[src/rxsed_pkg.sv]
// package: constants for the receive signal strength and energy readout
package rxsed_pkg;
    // register port offsets
    localparam logic [5:0] RXSED_ADDR_LINK_QUALITY = 6'h06;
    localparam logic [5:0] RXSED_ADDR_ENERGY = 6'h07;
    // field positions in the link quality status register
    localparam int RXSED_CRC_BIT = 7;
    localparam int RXSED_RANDOM_LSB = 5;
    localparam int RXSED_STRENGTH_MSB = 4;
    // values after reset and value ranges
    localparam logic [7:0] RXSED_ENERGY_RESET = 8'hFF;
    localparam logic [7:0] RXSED_ENERGY_MAX = 8'h54;
    localparam logic [4:0] RXSED_STRENGTH_MAX = 5'h1C;
    localparam logic [4:0] RXSED_STRENGTH_STEP_DB = 5'h03;
    // timing, printed figures and derived cycle counts
    localparam int RXSED_CLK_PERIOD_NS = 100;
    localparam int RXSED_REFRESH_NS = 2000;
    localparam int RXSED_ED_BASE_US = 128;
    localparam int RXSED_ED_FAST_US = 32;
    localparam int RXSED_ED_RESULT_US = 140;
    localparam int RXSED_REFRESH_CYC = RXSED_REFRESH_NS / RXSED_CLK_PERIOD_NS;
    localparam int RXSED_BASE_CYC = (RXSED_ED_BASE_US * 1000) / RXSED_CLK_PERIOD_NS;
    localparam int RXSED_FAST_CYC = (RXSED_ED_FAST_US * 1000) / RXSED_CLK_PERIOD_NS;
    localparam int RXSED_RESULT_CYC =
        (RXSED_ED_RESULT_US * 1000 + RXSED_CLK_PERIOD_NS - 1) / RXSED_CLK_PERIOD_NS;
    // samples per window give the averaging shift
    localparam int RXSED_BASE_SHIFT = 6;
    localparam int RXSED_FAST_SHIFT = 4;
    localparam int RXSED_ACC_W = 13;
    localparam int RXSED_CNT_W = 11;
    // measurement sequencer states
    typedef enum logic [2:0] {
        RXSED_IDLE = 3'b001,
        RXSED_MEASURE = 3'b010,
        RXSED_PROCESS = 3'b100
    } rxsed_state_type;
endpackage

[src/rxsed_strength_sampler.sv]
// module: periodic signal strength sampler with clamping
`timescale 1ns/100ps
module rxsed_strength_sampler (
    input wire logic clk,
    input wire logic rst_n,
    input wire logic in_receive,
    input wire logic [4:0] strength_raw,
    output logic [4:0] signal_strength,
    output logic sample_tick
);
    import rxsed_pkg::*;

    typedef struct packed {
        logic [4:0] tick_cnt;
        logic [4:0] strength;
        logic tick;
    } rxsed_smp_type;

    rxsed_smp_type s_q, s_d;

    // free running refresh timer; value only taken while receiving
    always_comb begin
        s_d = s_q;
        s_d.tick = 1'b0;
        if (s_q.tick_cnt == 5'(RXSED_REFRESH_CYC - 1)) begin
            s_d.tick_cnt = 5'h00;
            s_d.tick = 1'b1;
        end else begin
            s_d.tick_cnt = s_q.tick_cnt + 5'h01;
        end
        // clamp so the field never leaves its legal range
        if (s_d.tick && in_receive) begin
            s_d.strength = (strength_raw > RXSED_STRENGTH_MAX) ? RXSED_STRENGTH_MAX
                                                                : strength_raw;
        end
    end

    // state register
    always_ff @(posedge clk) begin
        if (!rst_n) begin
            s_q <= '0;
        end else begin
            s_q <= s_d;
        end
    end

    assign signal_strength = s_q.strength;
    assign sample_tick = s_q.tick;

    // ********************************************************************
    // checks
    // ********************************************************************
    chk_strength_legal: assert property (@(posedge clk) disable iff (!rst_n)
        s_q.strength <= RXSED_STRENGTH_MAX)
        else $error("strength above legal range");
    // a new value shows in the cycle that carries the tick, taken while receiving
    chk_strength_refresh: assert property (@(posedge clk) disable iff (!rst_n)
        s_q.strength != $past(s_q.strength) |-> s_q.tick && $past(in_receive))
        else $error("strength changed off the refresh tick");
endmodule

[src/rxsed_readout.sv]
// module: receive signal strength, checksum flag and energy detection readout
`timescale 1ns/100ps
module rxsed_readout (
    input wire logic clk,
    input wire logic rst_n,
    input wire logic [5:0] reg_addr,
    input wire logic reg_wr,
    input wire logic [7:0] reg_wdata,
    input wire logic reg_rd,
    output logic [7:0] reg_rdata,
    input wire logic state_listening,
    input wire logic state_receiving,
    input wire logic high_rate,
    input wire logic frame_end_irq,
    input wire logic crc_ok,
    input wire logic sync_header_found,
    input wire logic [4:0] strength_raw,
    input wire logic [1:0] random_bits,
    output logic [4:0] signal_strength,
    output logic measure_done_irq
);
    import rxsed_pkg::*;

    typedef struct packed {
        rxsed_state_type fsm;
        logic [RXSED_CNT_W-1:0] cnt;
        logic [RXSED_CNT_W-1:0] win_len;
        logic [RXSED_ACC_W-1:0] acc;
        logic fast;
        logic manual;
        logic [7:0] energy_result;
        logic crc_valid;
        logic done;
        logic [7:0] rdata;
    } rxsed_main_type;

    rxsed_main_type r_q, r_d;
    logic in_receive;
    logic sample_tick;
    logic manual_req;
    logic start_meas;
    logic result_load;
    logic [RXSED_ACC_W-1:0] avg;
    logic [7:0] sample_db;

    // ********************************************************************
    // strength sampling
    // ********************************************************************
    assign in_receive = state_listening | state_receiving;

    rxsed_strength_sampler u_sampler (
        .clk(clk),
        .rst_n(rst_n),
        .in_receive(in_receive),
        .strength_raw(strength_raw),
        .signal_strength(signal_strength),
        .sample_tick(sample_tick)
    );

    // ********************************************************************
    // measurement sequencer
    // ********************************************************************
    // request decode; the written data is never stored
    assign manual_req = reg_wr && (reg_addr == RXSED_ADDR_ENERGY);
    assign start_meas = (manual_req && in_receive) || sync_header_found;
    assign result_load = (r_q.fsm == RXSED_PROCESS)
                         && (r_q.cnt == RXSED_CNT_W'(RXSED_RESULT_CYC - 1));
    // each sample converts to dB above floor: 0 stays 0, else 3*(v-1)
    assign sample_db = (signal_strength == 5'h00) ? 8'h00
                       : 8'(RXSED_STRENGTH_STEP_DB) * 8'(signal_strength - 5'h01);
    // window sample count is a power of two, so the average is a shift
    assign avg = r_q.fast ? (r_q.acc >> RXSED_FAST_SHIFT) : (r_q.acc >> RXSED_BASE_SHIFT);

    always_comb begin
        r_d = r_q;
        r_d.done = 1'b0;
        // checksum flag follows each frame end event only
        if (frame_end_irq) begin
            r_d.crc_valid = crc_ok;
        end
        unique case (r_q.fsm)
            RXSED_IDLE: begin
            end
            RXSED_MEASURE: begin
                r_d.cnt = r_q.cnt + RXSED_CNT_W'(1);
                if (sample_tick) begin
                    r_d.acc = r_q.acc + RXSED_ACC_W'(sample_db);
                end
                if (r_q.cnt == r_q.win_len - RXSED_CNT_W'(1)) begin
                    r_d.fsm = RXSED_PROCESS;
                end
            end
            RXSED_PROCESS: begin
                r_d.cnt = r_q.cnt + RXSED_CNT_W'(1);
                if (result_load) begin
                    // clamp keeps the result inside 0x00..0x54
                    r_d.energy_result = (avg > RXSED_ACC_W'(RXSED_ENERGY_MAX))
                                        ? RXSED_ENERGY_MAX : avg[7:0];
                    r_d.done = r_q.manual;
                    r_d.fsm = RXSED_IDLE;
                end
            end
        endcase
        // a new request restarts the window; the older one is dropped unless it loads its result in that same cycle
        if (start_meas) begin
            r_d.fsm = RXSED_MEASURE;
            r_d.cnt = '0;
            r_d.acc = '0;
            r_d.manual = manual_req && in_receive;
            // manual requests keep the long window even at high rate
            r_d.fast = high_rate && !(manual_req && in_receive);
            r_d.win_len = r_d.fast ? RXSED_CNT_W'(RXSED_FAST_CYC)
                                   : RXSED_CNT_W'(RXSED_BASE_CYC);
        end
        // outside receive states only the completion event is given
        if (manual_req && !in_receive) begin
            r_d.done = 1'b1;
        end
        // read data is captured so the answer comes from a flip-flop
        if (reg_rd) begin
            if (reg_addr == RXSED_ADDR_LINK_QUALITY) begin
                r_d.rdata = {r_q.crc_valid, random_bits, signal_strength};
            end else if (reg_addr == RXSED_ADDR_ENERGY) begin
                r_d.rdata = r_q.energy_result;
            end else begin
                r_d.rdata = 8'h00;
            end
        end
    end

    // state register
    always_ff @(posedge clk) begin
        if (!rst_n) begin
            r_q <= '0;
            r_q.fsm <= RXSED_IDLE;
            r_q.energy_result <= RXSED_ENERGY_RESET;
        end else begin
            r_q <= r_d;
        end
    end

    assign reg_rdata = r_q.rdata;
    assign measure_done_irq = r_q.done;

    // ********************************************************************
    // checks
    // ********************************************************************
    chk_crc_hold: assert property (@(posedge clk) disable iff (!rst_n)
        !frame_end_irq |=> r_q.crc_valid == $past(r_q.crc_valid))
        else $error("checksum flag changed without frame end");
    chk_crc_update: assert property (@(posedge clk) disable iff (!rst_n)
        frame_end_irq |=> r_q.crc_valid == $past(crc_ok))
        else $error("checksum flag not taken on frame end");
    chk_result_range: assert property (@(posedge clk) disable iff (!rst_n)
        r_q.energy_result <= RXSED_ENERGY_MAX || r_q.energy_result == RXSED_ENERGY_RESET)
        else $error("energy result outside legal values");
    chk_result_time: assert property (@(posedge clk) disable iff (!rst_n)
        r_q.energy_result != $past(r_q.energy_result)
        |-> $past(r_q.fsm == RXSED_PROCESS && r_q.cnt == RXSED_CNT_W'(RXSED_RESULT_CYC - 1)))
        else $error("energy result written at wrong moment");
    // the rate select is judged as it stood at the starting edge
    chk_window_len: assert property (@(posedge clk) disable iff (!rst_n)
        start_meas |=> r_q.win_len == (($past(high_rate) && !r_q.manual)
            ? RXSED_CNT_W'(RXSED_FAST_CYC) : RXSED_CNT_W'(RXSED_BASE_CYC)))
        else $error("measurement window length wrong");
    chk_done_cause: assert property (@(posedge clk) disable iff (!rst_n)
        measure_done_irq |-> $past((result_load && r_q.manual) || (manual_req && !in_receive)))
        else $error("done event without manual cause");
    chk_manual_done: assert property (@(posedge clk) disable iff (!rst_n)
        result_load && r_q.manual && !start_meas |=> measure_done_irq)
        else $error("manual measurement ended without done");
    // a refused request may not start a window; one already running carries on
    chk_idle_request: assert property (@(posedge clk) disable iff (!rst_n)
        manual_req && !in_receive && !sync_header_found
        |=> measure_done_irq
            && ($past(r_q.fsm) != RXSED_IDLE || r_q.fsm == RXSED_IDLE))
        else $error("request outside receive mishandled");
    chk_write_discard: assert property (@(posedge clk) disable iff (!rst_n)
        manual_req && !result_load |=> r_q.energy_result == $past(r_q.energy_result))
        else $error("written data reached energy result");
    chk_measure_start: assert property (@(posedge clk) disable iff (!rst_n)
        manual_req && in_receive |=> r_q.fsm == RXSED_MEASURE && r_q.cnt == '0)
        else $error("manual request did not start measurement");
endmodule

[config.mk]
export PLATFORM = sky130hd
export DESIGN_NAME = rxsed_readout
export DESIGN_NICKNAME = d
export VERILOG_FILES = /design/src/rxsed_pkg.sv /design/src/rxsed_strength_sampler.sv /design/src/rxsed_readout.sv
export SDC_FILE = /design/constraint.sdc
export NUM_CORES = 1
export LEC_CHECK = 0
export ABC_CLOCK_PERIOD_IN_PS = 3500
export BUFFER_PORTS_ARGS = -buffer_cell sky130_fd_sc_hd__buf_2
export CAP_MARGIN = 15
export CORE_UTILIZATION = 45
export CTS_BUF_LIST = sky130_fd_sc_hd__clkbuf_2
export DETAILED_ROUTE_END_ITERATION = 12
export HOLD_SLACK_MARGIN = 0.02
export PLACE_DENSITY = 0.63
export SYNTH_ARGS = -nofsm -noshare
export SYNTH_HDL_FRONTEND = slang
export SYNTH_SLANG_ARGS = --single-unit
[constraint.sdc]
create_clock -name clk -period 3.5 [get_ports clk]
set_clock_uncertainty 0.1 [all_clocks]
set_input_delay 0.525 -clock clk [delete_from_list [all_inputs] [get_ports clk]]
set_output_delay 0.525 -clock clk [all_outputs]
set_load 0.005 [all_outputs]
==> flow_summary.yaml <==
detailed_routing:
  ant_nets: 0
  wl_per_cell_um: 13.1
  drt_wl_total_um: 6880
  remaining_drc_errors: 0
  vias: 2737
  drtIter0Drc: 69
  dr.pass1.iters: 4
  viasPerCell: 5.20
synthesis:
  netlist_top_cells_count: "dfxtp_1 (60), nor2_1 (57), a21oi_1 (24), nand2_1 (24), xnor2_1 (18)"
  postSynthNetCount: 438
  synthArstFlopShare_pct: 0
  ys_seq_elements: 60
  avgSynthCellArea_um2: 8.62
  synth_top_cell_area_share_pct: 35.9
  synth_area_leaders: "dfxtp_1 (36%), nor2_1 (6.4%), ha_1 (6.4%), xnor2_1 (4.7%), a21oi_1 (3.6%)"
  synth-warning-count: 0
  syn-instance-count: 388
  yosys.area.top_type: "dfxtp_1"
  synth_edf_count: 0
  synth.most_common_cell: "dfxtp_1"
  yosysSeqAreaShare_pct: 35.9
  synth_area_um2: 3340
  synth_ff_type: "dfxtp_1"
  synth_cell_types: 54
power_and_ir_drop:
  p_leak_uw: 0.00156
  power_density_nw_per_um2: 342
  peakVddDrop_mv: 0.187
outcome:
  status: "finished clean"
finish:
  drive_gt1_share_pct: 20.8
  layout.cells.non_filler: 526
  layout.nets: 472
  area_delta_synth_final_pct: 13.7
  postLayoutCoreUtil_pct: 52.7
  final_area_um2: 3800
  antennaDiodeCount: 0
grt:
  antenna_found_initial: 0
  grt_usage_pct: 17.6
  grt_pass1_wl_um: 10600
  grt.overflow.total: 0
  grt_max_degree: 26
  grt_pass1_vias: 2343
cts:
  ctsRootBufferMaster: "clkbuf_2"
  cts_tree: "done"
  cts_sinks: 60
  cts_max_level: 3
  clkLatencyLatePin_ns: 0.49
  clockBufferDepth: 2
  cts_buffers: 9
  cts.clk_slew.worst_paths_ns: 0.21
sta:
  fin_ws_ns: 0.177
  setup_violations: 0
  slew_violations: 0
  post-route-period-util_pct: 94.9
  fmax_ghz: 0.301
  finalHoldViolCount: 0
  finalCriticalPeriod_ns: 3.32
  slew_headroom_pct: 40.7
  setup_tns_ns: 0
  worstMarginPinSlew_ns: 0.883
floorplanning:
  start_util_pct: 46.3
  die_height_um: 88.2
  core.rowCount: 31
  pin_count: 45
  core_um2: 7210
  die_w_um: 88.2
  dieArea_um2: 7780
critical_path:
  cp_max_fo: 4
  worstSetupPathType: "flop to flop"
  end_kind: "flop"
  cp_data_required_time_ns: 3.75
  critPathLaunchType: "flop"
  crit_arrival_ns: 3.57
placement:
  place_congestion: 0.813
  portBuffers: 36
  dp.cells: 504
  dp_worst_setup_slack_ns: -0.0109
  dp_hpwl_um: 4770
  place_area_um2: 3530
job:
  maxCapViolCount: 0
worst_hold_path:
  hp-class: "primary input to flop"
[repair_timing]
item / in CTS / in global routing
gates resized for setup: 1 / 16
pin swaps: 0 / 8
endpoints found under the setup margin: 3 / 6
hold buffers: 0 / 0
setup buffers: 0 / 6
[area by class of cell]
| type | instances | area, um2 |
|---|---|---|
| Sequential cell | 60 | 1200 |
| Fill cell | 703 | 3410 |
| Tap cell | 99 | 124 |
| Inverter | 15 | 56.3 |
| Timing Repair Buffer | 48 | 270 |
| Multi-Input combinational cell | 288 | 2000 |
| Clock buffer | 9 | 45.0 |
| Clock inverter | 7 | 98.8 |
[through the flow]
stage	total power (uW)	hold slack (ns)
floorplan	771	0.318
global placement	791	0.332
detailed placement	793	0.338
CTS	1310	0.124
global route	1350	0.125
finish	1300	0.154
[worst paths after layout]
| kind | endpoint | cells past startpoint | from | slack (ns) |
|---|---|---|---|---|
| worst max-delay path | r_q[28]$_SDFFE_PP0P_ | 17 | u_sampler.signal_strength[0]$_SDFFE_PN0P_ | 0.18 |
| worst min-delay path | r_q[9]$_SDFFE_PN0P_ | 3 | crc_ok | 0.15 |
| worst max register to register | r_q[28]$_SDFFE_PP0P_ | 17 | u_sampler.signal_strength[0]$_SDFFE_PN0P_ | 0.18 |
| worst min register to register | u_sampler.s_q[6]$_SDFF_PP0_ | 1 | u_sampler.s_q[6]$_SDFF_PP0_ | 0.36 |
[where the power goes]
part | total [uW] | internal [uW] | switching (uW) | leakage, uW
clock network | 521 | 240 | 281 | 0.0000825
logic | 70.7 | 32.3 | 38.3 | 0.000988
registers | 708 | 696 | 11.7 | 0.000488
total | 1300 | 968 | 331 | 0.00156
[layout by cell type (no fill, tap or decap), types with 3 or more instances in the layout]
master	n
buf_2	36
nand2b_1	11
a211oi_1	9
buf_4	12
nor2_1	57
nor2b_1	5
clkbuf_2	9
inv_1	15
a21oi_2	3
mux2i_1	12
a22oi_1	9
nor3_2	4
xnor2_1	18
a21o_1	5
nand3_1	15
dfxtp_1	59
ha_1	15
o21ai_1	4
xor2_1	11
nand4b_1	4
or3_1	3
o21ai_0	13
nor3_1	3
nand2_1	23
a21oi_1	21
[sequential cells by signal (all words and copies together), names as in the netlist]
name / count
r_q: 40
reg_rdata: 8
u_sampler.s_q: 5
u_sampler.signal_strength: 5
measure_done_irq: 1
u_sampler.sample_tick: 1
[critical path, stage by stage, from the launching register on]
cell and delay, ns:
dfxtp_4 0.39, inv_1 0.08, ha_2 0.20, xor2_2 0.20, inv_1 0.09, fa_2 0.40
inv_1 0.06, a21o_1 0.13, a21oi_2 0.06, xor2_1 0.13, nor2_1 0.06, ha_1 0.34
a21o_1 0.22, o41ai_2 0.30, buf_4 0.18, nor2_1 0.04, xnor2_1 0.16, nor2_1 0.05
[per-layer routing]
| metal | vias up | global-route usage (%) | part of all wire [%] |
|---|---|---|---|
| met5 | - | 0 | 0 |
| li1 | 1425 | - | - |
| met3 | 6 | 3.86 | 3.8 |
| met1 | 1255 | 22.5 | 50 |
| met2 | 51 | 28.3 | 45 |
| met4 | 0 | 7.92 | 1.1 |
[kinds of logic after synthesis]
group	share of synthesized area [%]
flip-flops	35.9
AO/OA/AOI/OAI	15.8
multiplexers	3.59
XOR/XNOR	8.12
adder cells (fa/ha/maj)	7.56
AND/OR/NAND/NOR	22.5
buffers and inverters	6.44
No activity file was read; power rests on OpenSTA's default activity.
